File: config.mk
export PLATFORM = sky130hd
export DESIGN_NAME = lcdcd_top
export DESIGN_NICKNAME = d
export VERILOG_FILES = /design/src/logic/lcdcd_pkg.sv /design/src/logic/lcdcd_top.sv
export SDC_FILE = /design/constraint.sdc
export NUM_CORES = 1
export LEC_CHECK = 0
export BUFFER_PORTS_ARGS = -buffer_cell sky130_fd_sc_hd__buf_2
export CAP_MARGIN = 20
export CORE_MARGIN = 1
export CORE_UTILIZATION = 54
export CTS_CLUSTER_SIZE = 30
export DETAILED_ROUTE_END_ITERATION = 6
export PLACE_DENSITY = 0.91
export SETUP_SLACK_MARGIN = 0.15
export SYNTH_ARGS = -nofsm -noshare
export SYNTH_HDL_FRONTEND = slang
export SYNTH_SLANG_ARGS = --single-unit
export TNS_END_PERCENT = 10
File: constraint.sdc
create_clock -name mclk -period 8.9 [get_ports mclk]
set_input_delay 0.445 -clock mclk [delete_from_list [all_inputs] [get_ports mclk]]
set_output_delay 0.445 -clock mclk [all_outputs]
set_load 0.1 [all_outputs]
File: src/logic/lcdcd_pkg.sv
// Function
// Pin reset low restores every setting; display memory is kept.
// Host pulses the pin reset once logic supply is stable.
// Display, scan, address and area settings take defaults at reset.
// Power, oscillator, standby, bias, contrast, frame codes take defaults.
// Gradients, signs, drive, temperatures clear; hysteresis 04h, 02h.
// Select low marks opcodes, high marks data; don't-care bits ignored.
// AEh/AFh display, A6h/A7h invert, A4h/A5h all pixels; bit 0 selects.
// C4h parameter: bit 1 interlaced scan, bit 0 reversed common order.
// 8Ah sets six-bit start line; B1h sets six-bit page address.
// 13h takes column bit 8, then column bits 7 to 0.
// 1Dh memory write, 1Ch memory read, E0h enters and EEh leaves RMW.
// 84h/85h column or page increment; A0h/A1h forward or reversed columns.
// 36h sets line-inversion count; E4h/E5h disable or enable inversion.
// 6Dh takes three-bit duty code then six-bit start point.
// AAh/ABh oscillator off/on; A8h/A9h normal or standby.
// 5Fh takes codes B:A then D:C; 2Bh bit 0 sets frame-rate level.
// 25h bits 6..0 enable power circuits; EAh bits 3..0 request discharge.
// A2h sets four-bit bias; 81h takes contrast low byte then bits 9..8.
// 4Eh takes eight gradient pairs; 39h takes sign flags low then high.
// 68h/69h temperature detect; ECh three temperatures; EDh hysteresis.
// E7h parameter 000x1001 sets drive method from bit 4; E3h does nothing.
// FCh..FFh set test mode bits; host sends no unlisted opcodes there.
// Each memory access advances column or page counter by one.
// In RMW mode memory reads keep the counter; only writes advance it.
// Host reads display memory only over the parallel path.
// 8Eh two status bytes, EFh temperature byte, 8Fh identification byte.
// A new opcode ends a partial command; latched parameters are kept.
package lcdcd_pkg;

  localparam logic [7:0] REG_CMD = 8'h00;
  localparam logic [7:0] REG_DATA = 8'h04;
  localparam logic [7:0] REG_ADDR = 8'h08;
  localparam logic [7:0] REG_MODE = 8'h0C;

  localparam logic [7:0] OP_DISP = 8'hAE;
  localparam logic [7:0] OP_INV = 8'hA6;
  localparam logic [7:0] OP_ALLON = 8'hA4;
  localparam logic [7:0] OP_COMOUT = 8'hC4;
  localparam logic [7:0] OP_START = 8'h8A;
  localparam logic [7:0] OP_PAGE = 8'hB1;
  localparam logic [7:0] OP_COL = 8'h13;
  localparam logic [7:0] OP_MWRITE = 8'h1D;
  localparam logic [7:0] OP_MREAD = 8'h1C;
  localparam logic [7:0] OP_DIR = 8'h84;
  localparam logic [7:0] OP_COLDIR = 8'hA0;
  localparam logic [7:0] OP_NLINE = 8'h36;
  localparam logic [7:0] OP_NLON = 8'hE4;
  localparam logic [7:0] OP_AREA = 8'h6D;
  localparam logic [7:0] OP_RMW = 8'hE0;
  localparam logic [7:0] OP_RMWEND = 8'hEE;
  localparam logic [7:0] OP_OSC = 8'hAA;
  localparam logic [7:0] OP_FRAME = 8'h5F;
  localparam logic [7:0] OP_POWER = 8'h25;
  localparam logic [7:0] OP_LEVEL = 8'h2B;
  localparam logic [7:0] OP_BIAS = 8'hA2;
  localparam logic [7:0] OP_VOLUME = 8'h81;
  localparam logic [7:0] OP_DISCH = 8'hEA;
  localparam logic [7:0] OP_SAVE = 8'hA8;
  localparam logic [7:0] OP_GRAD = 8'h4E;
  localparam logic [7:0] OP_SIGN = 8'h39;
  localparam logic [7:0] OP_STATUS = 8'h8E;
  localparam logic [7:0] OP_TDET = 8'h68;
  localparam logic [7:0] OP_DRIVE = 8'hE7;
  localparam logic [7:0] OP_NOP = 8'hE3;
  localparam logic [7:0] OP_TRANGE = 8'hEC;
  localparam logic [7:0] OP_HYST = 8'hED;
  localparam logic [7:0] OP_TEMP = 8'hEF;
  localparam logic [7:0] OP_ID = 8'h8F;
  localparam logic [5:0] OP_TEST_HI = 6'h3F;

  localparam logic [7:0] DRIVE_MASK = 8'hEF;
  localparam logic [7:0] DRIVE_PATTERN = 8'h09;
  localparam int DRIVE_BIT = 4;
  localparam logic [3:0] IDX_MAX = 4'hF;

  typedef struct packed {
    logic display_on;
    logic pixel_invert_bit;
    logic all_pixels_on_bit;
    logic interlace_scan;
    logic common_reverse_bit;
    logic column_reverse_bit;
    logic page_direction;
    logic [5:0] start_line;
    logic [5:0] inversion_line_count;
    logic line_inversion_enable;
    logic [2:0] duty_code;
    logic [5:0] start_point_field;
    logic oscillator_enable;
    logic standby_bit;
    logic [3:0] frame_rate_code_a;
    logic [3:0] frame_rate_code_b;
    logic [3:0] frame_rate_code_c;
    logic [3:0] frame_rate_code_d;
    logic frame_rate_level_bit;
    logic [6:0] power_enable;
    logic [3:0] bias_code;
    logic [9:0] contrast_volume;
    logic [3:0] discharge;
    logic [63:0] gradient_code;
    logic [15:0] gradient_sign_flags;
    logic temp_detect_enable;
    logic drive_method_select;
    logic [6:0] switch_temp_first;
    logic [6:0] switch_temp_second;
    logic [6:0] switch_temp_third;
    logic [5:0] hysteresis_value;
    logic [3:0] frame_hysteresis_value;
    logic test_mode_enable;
    logic test_select;
  } lcdcd_cfg_t;

  localparam lcdcd_cfg_t CFG_RESET = '{
    duty_code: 3'h7,
    standby_bit: 1'h1,
    frame_rate_code_a: 4'h5,
    frame_rate_code_b: 4'h5,
    frame_rate_code_c: 4'h5,
    frame_rate_code_d: 4'h5,
    bias_code: 4'h9,
    hysteresis_value: 6'h04,
    frame_hysteresis_value: 4'h2,
    default: '0
  };

  typedef struct packed {
    logic we;
    logic [5:0] page;
    logic [8:0] col;
    logic [7:0] wdata;
  } lcdcd_mem_t;

endpackage

File: src/logic/lcdcd_top.sv
// Implementation choices: the register addresses and register access over Wishbone.
module lcdcd_top #(
  parameter int NUM_COLS = 320,
  parameter int NUM_PAGES = 30,
  // Identification byte; the value is arbitrary.
  parameter logic [7:0] DEVICE_ID = 8'h5A
) (
  // Clock and reset
  input wire logic mclk,
  input wire logic rst,
  // Hardware reset pin
  input wire logic reset_n_pin,
  // Wishbone slave
  input wire logic wb_cyc_i,
  input wire logic wb_stb_i,
  input wire logic wb_we_i,
  input wire logic [7:0] wb_adr_i,
  input wire logic [3:0] wb_sel_i,
  input wire logic [31:0] wb_dat_i,
  output logic [31:0] wb_dat_o,
  output logic wb_ack_o,
  // Display memory port
  output lcdcd_pkg::lcdcd_mem_t mem,
  input wire logic [7:0] mem_rdata,
  // Temperature sensor code
  input wire logic [7:0] temp_code,
  // Latched settings
  output lcdcd_pkg::lcdcd_cfg_t cfg
);

  if (NUM_COLS < 1 || NUM_COLS > 512) begin : g_bad_cols
    $error("lcdcd_top: NUM_COLS out of range");
  end
  if (NUM_PAGES < 1 || NUM_PAGES > 64) begin : g_bad_pages
    $error("lcdcd_top: NUM_PAGES out of range");
  end

  localparam logic [8:0] COL_LAST = 9'(NUM_COLS - 1);
  localparam logic [5:0] PAGE_LAST = 6'(NUM_PAGES - 1);

  logic pin_s1_q;
  logic pin_s2_q;
  logic hw_clr;
  logic ack_q;
  logic [31:0] dat_q;
  logic req;
  logic wr_req;
  logic wr_cmd;
  logic wr_dat;
  logic rd_dat;
  logic [7:0] wbyte;
  logic [7:0] op_q;
  logic [3:0] idx_q;
  logic wr_mode_q;
  logic rd_mode_q;
  logic rmw_q;
  logic [5:0] page_set_q;
  logic [8:0] col_set_q;
  logic [5:0] page_q;
  logic [8:0] col_q;
  logic mem_we_q;
  logic [7:0] mem_wdata_q;
  logic mem_wr_ev;
  logic mem_rd_ev;
  logic param_ev;
  logic advance;
  lcdcd_pkg::lcdcd_cfg_t cfg_q;
  logic [7:0] rd_byte;
  logic [7:0] status0;
  logic [7:0] status1;

  function automatic logic pair(input logic [7:0] op,
                                input logic [7:0] base);
    pair = op[7:1] == base[7:1];
  endfunction

  function automatic logic has_params(input logic [7:0] op);
    unique case (op)
      lcdcd_pkg::OP_COMOUT, lcdcd_pkg::OP_START, lcdcd_pkg::OP_PAGE,
      lcdcd_pkg::OP_COL, lcdcd_pkg::OP_NLINE, lcdcd_pkg::OP_AREA,
      lcdcd_pkg::OP_FRAME, lcdcd_pkg::OP_POWER, lcdcd_pkg::OP_LEVEL,
      lcdcd_pkg::OP_BIAS, lcdcd_pkg::OP_VOLUME, lcdcd_pkg::OP_DISCH,
      lcdcd_pkg::OP_GRAD, lcdcd_pkg::OP_SIGN, lcdcd_pkg::OP_DRIVE,
      lcdcd_pkg::OP_TRANGE, lcdcd_pkg::OP_HYST: has_params = 1'b1;
      default: has_params = 1'b0;
    endcase
  endfunction

  function automatic logic is_readback(input logic [7:0] op);
    is_readback = op == lcdcd_pkg::OP_STATUS || op == lcdcd_pkg::OP_TEMP ||
                  op == lcdcd_pkg::OP_ID;
  endfunction

  // The pin is asynchronous to mclk, so it is synchronised before use.
  always_ff @(posedge mclk or posedge rst) begin
    if (rst) begin
      pin_s1_q <= 1'b0;
      pin_s2_q <= 1'b0;
    end else begin
      pin_s1_q <= reset_n_pin;
      pin_s2_q <= pin_s1_q;
    end
  end

  assign hw_clr = ~pin_s2_q;

  // One request per bus cycle; ack follows one clock after it is seen.
  assign req = wb_cyc_i & wb_stb_i & ~ack_q;
  assign wbyte = wb_dat_i[7:0];
  assign wr_req = req & wb_we_i & wb_sel_i[0];
  assign wr_cmd = wr_req & (wb_adr_i == lcdcd_pkg::REG_CMD);
  assign wr_dat = wr_req & (wb_adr_i == lcdcd_pkg::REG_DATA);
  assign rd_dat = req & ~wb_we_i & (wb_adr_i == lcdcd_pkg::REG_DATA);

  assign param_ev = wr_dat & has_params(op_q);
  assign mem_wr_ev = wr_dat & ~has_params(op_q) & (wr_mode_q | rmw_q);
  assign mem_rd_ev = rd_dat & ~is_readback(op_q) & (rd_mode_q | rmw_q);
  assign advance = mem_wr_ev | (mem_rd_ev & ~rmw_q);

  assign status0 = {cfg_q.display_on, cfg_q.oscillator_enable,
                    cfg_q.power_enable[5:0]};
  assign status1 = {1'b0, cfg_q.pixel_invert_bit, cfg_q.common_reverse_bit,
                    cfg_q.standby_bit, cfg_q.temp_detect_enable,
                    cfg_q.drive_method_select, 2'b00};

  always_comb begin
    rd_byte = 8'h00;
    if (op_q == lcdcd_pkg::OP_STATUS) begin
      rd_byte = (idx_q == 4'h0) ? status0 : status1;
    end else if (op_q == lcdcd_pkg::OP_TEMP) begin
      rd_byte = temp_code;
    end else if (op_q == lcdcd_pkg::OP_ID) begin
      rd_byte = DEVICE_ID;
    end else if (mem_rd_ev) begin
      rd_byte = mem_rdata;
    end
  end

  always_ff @(posedge mclk or posedge rst) begin
    if (rst) begin
      ack_q <= 1'b0;
      dat_q <= 32'h0000_0000;
    end else begin
      ack_q <= req;
      if (req && !wb_we_i) begin
        unique case (wb_adr_i)
          lcdcd_pkg::REG_CMD: dat_q <= {24'h000000, op_q};
          lcdcd_pkg::REG_DATA: dat_q <= {24'h000000, rd_byte};
          lcdcd_pkg::REG_ADDR: dat_q <= {1'b0, page_set_q, col_set_q,
                                         1'b0, page_q, col_q};
          lcdcd_pkg::REG_MODE: dat_q <= {17'h00000, rmw_q, wr_mode_q,
                                         rd_mode_q, idx_q, op_q};
          default: dat_q <= 32'h0000_0000;
        endcase
      end
    end
  end

  assign wb_ack_o = ack_q;
  assign wb_dat_o = dat_q;

  // Command sequencing state.
  always_ff @(posedge mclk or posedge rst) begin
    if (rst) begin
      op_q <= lcdcd_pkg::OP_NOP;
      idx_q <= 4'h0;
      wr_mode_q <= 1'b0;
      rd_mode_q <= 1'b0;
      rmw_q <= 1'b0;
    end else if (hw_clr) begin
      op_q <= lcdcd_pkg::OP_NOP;
      idx_q <= 4'h0;
      wr_mode_q <= 1'b0;
      rd_mode_q <= 1'b0;
      rmw_q <= 1'b0;
    end else if (wr_cmd) begin
      op_q <= wbyte;
      idx_q <= 4'h0;
      wr_mode_q <= wbyte == lcdcd_pkg::OP_MWRITE;
      rd_mode_q <= wbyte == lcdcd_pkg::OP_MREAD;
      if (wbyte == lcdcd_pkg::OP_RMW) begin
        rmw_q <= 1'b1;
      end else if (wbyte == lcdcd_pkg::OP_RMWEND) begin
        rmw_q <= 1'b0;
      end
    end else if ((param_ev || (rd_dat && is_readback(op_q)))
                 && idx_q != lcdcd_pkg::IDX_MAX) begin
      idx_q <= idx_q + 4'h1;
    end
  end

  // Address settings and the running address counters.
  always_ff @(posedge mclk or posedge rst) begin
    if (rst) begin
      page_set_q <= 6'h00;
      col_set_q <= 9'h000;
      page_q <= 6'h00;
      col_q <= 9'h000;
    end else if (hw_clr) begin
      page_set_q <= 6'h00;
      col_set_q <= 9'h000;
      page_q <= 6'h00;
      col_q <= 9'h000;
    end else if (wr_cmd && (wbyte == lcdcd_pkg::OP_MWRITE ||
                            wbyte == lcdcd_pkg::OP_MREAD)) begin
      page_q <= page_set_q;
      col_q <= col_set_q;
    end else if (param_ev && op_q == lcdcd_pkg::OP_PAGE && idx_q == 4'h0) begin
      page_set_q <= wbyte[5:0];
      page_q <= wbyte[5:0];
    end else if (param_ev && op_q == lcdcd_pkg::OP_COL && idx_q == 4'h0) begin
      col_set_q[8] <= wbyte[0];
      col_q[8] <= wbyte[0];
    end else if (param_ev && op_q == lcdcd_pkg::OP_COL && idx_q == 4'h1) begin
      col_set_q[7:0] <= wbyte;
      col_q[7:0] <= wbyte;
    end else if (advance) begin
      if (cfg_q.page_direction) begin
        page_q <= (page_q >= PAGE_LAST) ? 6'h00 : page_q + 6'h01;
      end else begin
        col_q <= (col_q >= COL_LAST) ? 9'h000 : col_q + 9'h001;
      end
    end
  end

  // Memory write strobe and its data; the address comes from the counters.
  always_ff @(posedge mclk or posedge rst) begin
    if (rst) begin
      mem_we_q <= 1'b0;
      mem_wdata_q <= 8'h00;
    end else begin
      mem_we_q <= mem_wr_ev & ~hw_clr;
      if (mem_wr_ev) begin
        mem_wdata_q <= wbyte;
      end
    end
  end

  // Reads need the address now, so the counters drive it directly.
  assign mem = '{we: mem_we_q, page: page_q, col: col_q, wdata: mem_wdata_q};

  // Configuration store.
  always_ff @(posedge mclk or posedge rst) begin
    if (rst) begin
      cfg_q <= lcdcd_pkg::CFG_RESET;
    end else if (hw_clr) begin
      cfg_q <= lcdcd_pkg::CFG_RESET;
    end else if (wr_cmd) begin
      if (pair(wbyte, lcdcd_pkg::OP_DISP)) begin
        cfg_q.display_on <= wbyte[0];
      end
      if (pair(wbyte, lcdcd_pkg::OP_INV)) begin
        cfg_q.pixel_invert_bit <= wbyte[0];
      end
      if (pair(wbyte, lcdcd_pkg::OP_ALLON)) begin
        cfg_q.all_pixels_on_bit <= wbyte[0];
      end
      if (pair(wbyte, lcdcd_pkg::OP_DIR)) begin
        cfg_q.page_direction <= wbyte[0];
      end
      if (pair(wbyte, lcdcd_pkg::OP_COLDIR)) begin
        cfg_q.column_reverse_bit <= wbyte[0];
      end
      if (pair(wbyte, lcdcd_pkg::OP_NLON)) begin
        cfg_q.line_inversion_enable <= wbyte[0];
      end
      if (pair(wbyte, lcdcd_pkg::OP_OSC)) begin
        cfg_q.oscillator_enable <= wbyte[0];
      end
      if (pair(wbyte, lcdcd_pkg::OP_SAVE)) begin
        cfg_q.standby_bit <= wbyte[0];
      end
      if (pair(wbyte, lcdcd_pkg::OP_TDET)) begin
        cfg_q.temp_detect_enable <= wbyte[0];
      end
      if (wbyte[7:2] == lcdcd_pkg::OP_TEST_HI) begin
        cfg_q.test_mode_enable <= wbyte[1];
        cfg_q.test_select <= wbyte[0];
      end
    end else if (param_ev) begin
      unique case (op_q)
        lcdcd_pkg::OP_COMOUT: begin
          if (idx_q == 4'h0) begin
            cfg_q.interlace_scan <= wbyte[1];
            cfg_q.common_reverse_bit <= wbyte[0];
          end
        end
        lcdcd_pkg::OP_START: begin
          if (idx_q == 4'h0) begin
            cfg_q.start_line <= wbyte[5:0];
          end
        end
        lcdcd_pkg::OP_NLINE: begin
          if (idx_q == 4'h0) begin
            cfg_q.inversion_line_count <= wbyte[5:0];
          end
        end
        lcdcd_pkg::OP_AREA: begin
          if (idx_q == 4'h0) begin
            cfg_q.duty_code <= wbyte[2:0];
          end else if (idx_q == 4'h1) begin
            cfg_q.start_point_field <= wbyte[5:0];
          end
        end
        lcdcd_pkg::OP_FRAME: begin
          if (idx_q == 4'h0) begin
            cfg_q.frame_rate_code_b <= wbyte[7:4];
            cfg_q.frame_rate_code_a <= wbyte[3:0];
          end else if (idx_q == 4'h1) begin
            cfg_q.frame_rate_code_d <= wbyte[7:4];
            cfg_q.frame_rate_code_c <= wbyte[3:0];
          end
        end
        lcdcd_pkg::OP_LEVEL: begin
          if (idx_q == 4'h0) begin
            cfg_q.frame_rate_level_bit <= wbyte[0];
          end
        end
        lcdcd_pkg::OP_POWER: begin
          if (idx_q == 4'h0) begin
            cfg_q.power_enable <= wbyte[6:0];
          end
        end
        lcdcd_pkg::OP_DISCH: begin
          if (idx_q == 4'h0) begin
            cfg_q.discharge <= wbyte[3:0];
          end
        end
        lcdcd_pkg::OP_BIAS: begin
          if (idx_q == 4'h0) begin
            cfg_q.bias_code <= wbyte[3:0];
          end
        end
        lcdcd_pkg::OP_VOLUME: begin
          if (idx_q == 4'h0) begin
            cfg_q.contrast_volume[7:0] <= wbyte;
          end else if (idx_q == 4'h1) begin
            cfg_q.contrast_volume[9:8] <= wbyte[1:0];
          end
        end
        lcdcd_pkg::OP_GRAD: begin
          if (idx_q < 4'h8) begin
            cfg_q.gradient_code[idx_q[2:0] * 8 +: 8] <= wbyte;
          end
        end
        lcdcd_pkg::OP_SIGN: begin
          if (idx_q == 4'h0) begin
            cfg_q.gradient_sign_flags[7:0] <= wbyte;
          end else if (idx_q == 4'h1) begin
            cfg_q.gradient_sign_flags[15:8] <= wbyte;
          end
        end
        lcdcd_pkg::OP_DRIVE: begin
          if (idx_q == 4'h0 && (wbyte & lcdcd_pkg::DRIVE_MASK)
              == lcdcd_pkg::DRIVE_PATTERN) begin
            cfg_q.drive_method_select <= wbyte[lcdcd_pkg::DRIVE_BIT];
          end
        end
        lcdcd_pkg::OP_TRANGE: begin
          if (idx_q == 4'h0) begin
            cfg_q.switch_temp_first <= wbyte[6:0];
          end else if (idx_q == 4'h1) begin
            cfg_q.switch_temp_second <= wbyte[6:0];
          end else if (idx_q == 4'h2) begin
            cfg_q.switch_temp_third <= wbyte[6:0];
          end
        end
        lcdcd_pkg::OP_HYST: begin
          if (idx_q == 4'h0) begin
            cfg_q.hysteresis_value <= wbyte[5:0];
          end else if (idx_q == 4'h1) begin
            cfg_q.frame_hysteresis_value <= wbyte[3:0];
          end
        end
        default: begin
        end
      endcase
    end
  end

  assign cfg = cfg_q;

endmodule

### After elaboration in Yosys (flattened, before gate mapping)

Index checks and enable logic that the tools add are counted.

* add/sub/neg operators: 4
* multiply operators: 0
* div/mod/pow operators: 0
* order comparisons: 3
* equality and inequality tests: 95
* shift-type cells: 2
* mux-type cells: 114
* bitwise gates (word level): 23
* reduce and logical (&&, ||, !) cells: 57

Operators with widths (count)
* 2-to-1 mux 122 bit: 2
* 2-to-1 mux 188 bit: 1
* 2-to-1 mux 8 bit: 17
* 2-to-1 mux 64 bit: 2
* one-hot mux 31 bit (4 select lines): 1
* equality test 8 bit (second input constant): 14
* 2-to-1 mux 9 bit: 12
* 2-to-1 mux 6 bit: 16
* AND reduction 4 bit: 19
* != test 2 x 1 -> 1 bit (second input constant): 35
* bitwise mux 64 bit: 1
* 2-to-1 mux 32 bit: 2
* variable shift 8 x 34 -> 64 bit (first input constant): 1
* variable part select 8 x 34 -> 64 bit: 1
* equality test 7 bit (second input constant): 8
* 2-to-1 mux 7 bit: 5
* negation 6 -> 34 bit: 1
* equality test 8 x 6 -> 1 bit (second input constant): 4
* 2-to-1 mux 16 bit: 2
* 2-to-1 mux 4 bit: 8
* AND reduction 5 bit: 6
* 2-to-1 mux 1 bit: 27
* equality test 8 x 5 -> 1 bit (second input constant): 3
* equality test 8 x 7 -> 1 bit (second input constant): 3
* other kinds (37): 107

* register bits: 277
* latch bits: 0
* memory bits (writable): 0
* ROM bits: 0
* bits of input ports: 66
* output and inout bits: 245
* word-level logic and storage cells: 351
* memories kept: 0

### Depth between registers and ports, before layout

Gate-level depths: netlist (run 1).

* word-level depth: 14
* mapped depth: 11
* depth with buffers taken out: 9

### Worst setup path before layout (run 1)

Ideal clock, no wire load.

* path kind: reg2reg
* start point: reg idx_q[0]
* end point: reg page_q[5]
* library setup time: 126 ps
* arrival: 2723 ps
* required time: 8774 ps
* path slack: 6051 ps
* stages on the path, launching flop included: 10
* path buffers: 1
* cell sequence: dfrtp_1 inv_1 ha_1 nor3b_1 nand4_1 nor4_4 nor2_1 nand2b_1 buf_2 mux2_2

* word-level cells in the longest chain between the ends: 5
* elaborated cells on any way between the ends: 13
* classes of those cells: eq/ne (5); mux (3); reduce/logical (5)

Ends and longest elaborated chain
* from (decl): RTL line lcdcd_top.sv:53 `logic [3:0] idx_q;`
* from (signal assigned): RTL line lcdcd_top.sv:188 `idx_q <= idx_q + 4'h1;`
* branches (longest 5 deep; another with equality test 4 x 1 -> 1 bit)
* to (signal assigned): RTL line lcdcd_top.sv:206 `page_q <= page_set_q;`
* to (signal assigned): RTL line lcdcd_top.sv:210 `page_q <= wbyte[5:0];`
* to (signal assigned): RTL line lcdcd_top.sv:219 `page_q <= (page_q >= PAGE_LAST) ? 6'h00 : page_q + 6'h01;`
* to (decl): RTL line lcdcd_top.sv:59 `logic [5:0] page_q;`

Several ways; the timed one is not identified.
A chain may end at the register's enable or synchronous reset.

### Worst setup path in the final report (run 1)

* start point: reg op_q[7]
* end point: reg page_q[5]

* word-level cells in the longest chain between the ends: 10
* elaborated cells on any way between the ends: 46
* classes of those cells: eq/ne (24); mux (4); bitwise (9); reduce/logical (9)

Ends and longest elaborated chain
* from (decl): RTL line lcdcd_top.sv:52 `logic [7:0] op_q;`
* from (signal assigned): RTL line lcdcd_top.sv:165 `op_q <= lcdcd_pkg::OP_NOP;`
* from (signal assigned): RTL line lcdcd_top.sv:171 `op_q <= lcdcd_pkg::OP_NOP;`
* from (signal assigned): RTL line lcdcd_top.sv:177 `op_q <= wbyte;`
* branches (longest 10 deep; another with OR reduction 17 bit)

Several ways; the timed one is not identified.

==> results of run 1 <==
-- registers in the layout, indices dropped and copies added (netlist names), 6 cells and up --
register and cells:
wb_dat_o 30, col_q 9, op_q 8, page_set_q 6, col_set_q 9, page_q 6, mem_wdata_q 8, cfg 188
-- report_power, final --
part           total [mW]  internal [mW]  switching (mW)
Sequential           1.28           1.26          0.0156
Combinational       0.235         0.0380           0.197
Clock                1.23          0.725           0.508
-- worst paths after layout --
check                               to  slack [ns]  cells after the start
max                          page_q[5]        4.79                      7
min                           cfg[110]        0.04                      2
max reg2reg                  page_q[5]        4.79                      7
min reg2reg                   pin_s2_q        0.36                      0
max in group asynchronous  wb_dat_o[6]        7.41                      3
min in group mclk              op_q[4]        0.31                      4
-- area by class of cell --
cell class / instances / area, um^2
fill: 1857 / 8010
sequential: 275 / 6910
multi-input combinational: 938 / 5760
timing repair buffer: 300 / 1570
clock buffer: 43 / 858
tap: 319 / 399
clock inverter: 10 / 116
inverter: 14 / 65.1
-- synth_stat cells, types with 10 or more instances --
master | instances | area, um^2
a21oi_1 | 63 | 315
a221oi_1 | 13 | 114
buf_2 | 14 | 70.1
clkbuf_1 | 80 | 300
dfrtp_1 | 254 | 6360
dfstp_2 | 21 | 552
inv_1 | 12 | 45.0
mux2_2 | 10 | 113
mux2i_1 | 146 | 1460
nand2_1 | 171 | 642
nand2b_1 | 10 | 62.6
nand3_1 | 62 | 310
nor2_1 | 220 | 826
nor3_1 | 23 | 115
o21ai_0 | 31 | 155
-- cell families after synthesis --
| kind of cell | synth area share |
|---|---|
| other cells | 0.000286 |
| flops | 0.526 |
| fa+ha+maj | 0.00858 |
| mux | 0.121 |
| buf+inv | 0.0357 |
| simple gates | 0.217 |
| compound gates | 0.0873 |
| xor+xnor | 0.00400 |
-- per-layer routing --
layer / vias to the layer above / GRT usage / wire (um)
li1: 5091 / - / -
met1: 5663 / 0.416 / 15600
met2: 719 / 0.522 / 19200
met3: 131 / 0.0838 / 4280
met4: 0 / 0.143 / 1720
met5: - / 0 / 0
-- what timing repair did --
| item | CTS | global route |
|---|---|---|
| hold endpoints to repair | 1 | 0 |
| setup buffers | 0 | 0 |
| setup endpoints to repair | 0 | 0 |
| hold buffers | 1 | 0 |
==> reports/results.ini, run 1 <==
[run_status]
status=completed

[timing]
tightest_slew_ns=1.06
slew_headroom=0.288
skew_ns=0.0129
slew_viol_final=0
final.setup.tns_ns=0
worst_slack_ns=4.79
setup_viol=0
fmax_mhz=243
fin_crit_ns=4.11
timing.final.crit_share=0.462
whs_ns=0.0357
timing_hold_violations_final=0
rsz0062_at_grt=no

[global_route]
grt_antenna_before_repair=1
grt_max_degree=121
grt_pass1_wl_um=62200
grt_pass1_vias=11200
track_usage=0.325
grt_overflow=0

[worst_setup_path]
path_buf_inv=0
crit_chain=nand4b_1, o22ai_1, a221oi_1, nand4_1, a21boi_1, nand2b_1, mux2_2
worstPathRequired_ns=9.33
startpoint=op_q[7]
worstPathArrival_ns=4.54
cp_slowest_stage_delay_ns=0.87
worst_setup_path_start_kind=flip-flop
crit_type=reg2reg
cpLargestDelayFamily=simple AND/OR/NAND/NOR gates
critical_path.max_fanout=18
r2r-start=op_q[7]
slowest_stage=nand4_1
end_kind=flip-flop

[layout]
diodes=0
mostFrequentLayoutCell=buf_2
postLayoutCoreUtil=0.662
final_cell_mix=282 x buf_2, 254 x dfrtp_1, 220 x nor2_1
stdcell_area_um2=15700
area_growth_pct=19.5
nets=1633
fin_cells=1899
drive_above_1_share=0.257

[detailed_routing]
vias=11600
drtIter0Drc=1223
viasPerCell=6.11
drc=0
wire_per_inst_um=21.5
wl_um=40800
first_pass_iters=6
drtAntennaViolNets=0

[logic_synthesis]
synth_cell_type_count=76
syn_area_um2=13100
ys.flop_type=dfrtp_1
synthArstFlopShare=1.00
ys_seq_area_frac=0.526
syn_inst=1328
synth-seq-cells=275
yosys_warnings=0
syn_avg_cell_area_um2=9.88
synth-edff-count=0

[placement]
dp_hpwl_um=26300
gp_congestion=0.997
place_ws_ns=4.95
dp_cells=1841
placed_cell_area_um2=14600
portBuffers=281

[power_and_ir_drop]
p_total_mw=2.75
p_leak_nw=8.01
powerDensity_nw_per_um2=175
ir_drop_uv=181

[clock_network]
clkLatencyLatePin_ns=0.56
clk_pin_slew_worst_paths_ns=0.06
h-tree-depth=1
cts_max_path_buffers=3
cts_tree=built
cts_made_buffers=29
cts_resized=0
clkSinkCount=275
root_buffer=clkbuf_16

[floorplanning]
die_w_um=158
core_um2=23700
row_count=56
die_area_um2=24900
ioPinCount=311
start_util=0.554
die_h_um=158

[worst_hold_path]
hp-class=in2async

[run]
max_cap_violations=0

(Power assumes the default switching activity.)
==> run 2: changes to the inputs <==
- clock period: 8.9 -> 4.2 ns (I/O delays scaled with it)
==> reports/results.ini, run 2 (synthesis results as in run 1) <==
[detailed_routing]
viasPerCell=6.03
wire_per_inst_um=21.3
first_pass_iters=7
wl_um=40800
drc=0
vias=11500
drtAntennaViolNets=0
drtIter0Drc=1098

[timing]
tightest_slew_ns=1.11
timing.final.crit_share=0.800
fin_crit_ns=3.36
slew_headroom=0.255
rsz0062_at_grt=no
fmax_mhz=298
final.setup.tns_ns=0
worst_slack_ns=0.841
setup_viol=0
skew_ns=0.0168
slew_viol_final=0
timing_hold_violations_final=0
whs_ns=0.0855

[clock_network]
cts_max_path_buffers=3
cts_resized=0
clkSinkCount=275
clkLatencyLatePin_ns=0.56
root_buffer=clkbuf_16
hold_buffers=2
h-tree-depth=1
clk_pin_slew_worst_paths_ns=0.06
cts_tree=built
cts_setup_buffers=0
cts_made_buffers=29

[layout]
stdcell_area_um2=15800
drive_above_1_share=0.262
seq_area_um2=6910
nets=1645
multiInputGateArea_um2=5760
area_growth_pct=20.2
fillers=1824
final_cell_mix=281 x buf_2, 254 x dfrtp_1, 220 x nor2_1
largest_reg_flops=188
mostFrequentLayoutCell=buf_2

[worst_setup_path]
crit_type=reg2reg
worst_setup_path_start_kind=flip-flop
path_buf_inv=1
crit_chain=nand4b_1, o22ai_1, a221oi_1, nand4_1, buf_4, a21boi_1, nand2b_1, mux2_2
critical_path.max_fanout=18
cp_slowest_stage_delay_ns=0.72
worstPathRequired_ns=4.64
slowest_stage=dfstp_2
cpLargestDelayFamily=compound AO/OA/AOI/OAI gates
end_kind=flip-flop
worstPathArrival_ns=3.80

[floorplanning]
start_util=0.554
die_w_um=158
ioPinCount=311
die_area_um2=24900
row_count=56
core_um2=23700
die_h_um=158

[power_and_ir_drop]
power_frac_seq=0.466
p_clk_frac=0.449
powerDensity_nw_per_um2=369
p_int_mw=4.28
p_sw_mw=1.53
p_leak_nw=8.05
ir_drop_uv=339
combPwrFrac=0.085
netSwitchingFraction=0.264

[placement]
place_ws_ns=0.916
dp_hpwl_um=26700
portBuffers=281
placed_cell_area_um2=14800
gp_congestion=1.02

[global_route]
grt_pass1_wl_um=62600
grt_overflow=0
grt_max_degree=182
track_usage=0.328
grt_pass1_vias=11200
grt_antenna_before_repair=1

[run_status]
status=completed

[run]
max_cap_violations=0

[worst_hold_path]
hp-class=in2reg

run 2: cell count changes in the layout (fill, tap and decap cells not counted), moves of 2 or more:
cell / previous run / this run
inv_8: 2 / 0
diode_2: 0 / 2
clkinv_2: 4 / 1
buf_4: 15 / 28
clkinvlp_4: 1 / 7
run 2: layout make-up:
class	instances	area share
Sequential cell	275	0.438
Tap cell	319	0.0253
Clock inverter	13	0.00888
Inverter	14	0.00389
Multi-Input combinational cell	938	0.365
Timing Repair Buffer	312	0.105
Clock buffer	41	0.0533
Antenna cell	2	0.000317
run 2: metal layers:
| layer | global-route usage | part of all wire | up-vias |
|---|---|---|---|
| met1 | 0.429 | 0.40 | 5670 |
| met5 | 0 | 0 | - |
| met4 | 0.137 | 0.037 | 0 |
| met3 | 0.0668 | 0.095 | 124 |
| met2 | 0.533 | 0.47 | 647 |
| li1 | - | - | 5098 |
run 2: power groups by stage:
stage               logic, mW  registers [mW]  clock network [mW]
global placement        0.480            2.75                   0
global route            0.523            2.71                2.74
finish                  0.494            2.71                2.61
CTS                     0.493            2.71                2.64
floorplan               0.189            2.92                   0
detailed placement      0.489            2.76                   0
run 2: final timing paths:
| check | startpoint | to | slack, ns | cells past startpoint |
|---|---|---|---|---|
| max | op_q[7] | page_q[5] | 0.84 | 8 |
| max in group asynchronous | rst | cfg[6] | 2.67 | 5 |
| max reg2reg | op_q[7] | page_q[5] | 0.84 | 8 |
| min reg2reg | pin_s1_q | pin_s2_q | 0.36 | 0 |
| min | wb_cyc_i | wb_ack_o | 0.09 | 2 |
| min in group asynchronous | rst | cfg[105] | 0.34 | 4 |
run 2: stage by stage:
stage	power [mW]	instances	util
after floorplan	3.11	1329	-
after CTS	5.84	1912	0.666
after global placement	3.23	1856	0.624
after detailed placement	3.24	1856	0.624
after global routing	5.97	1912	0.666
final	5.82	1914	0.666
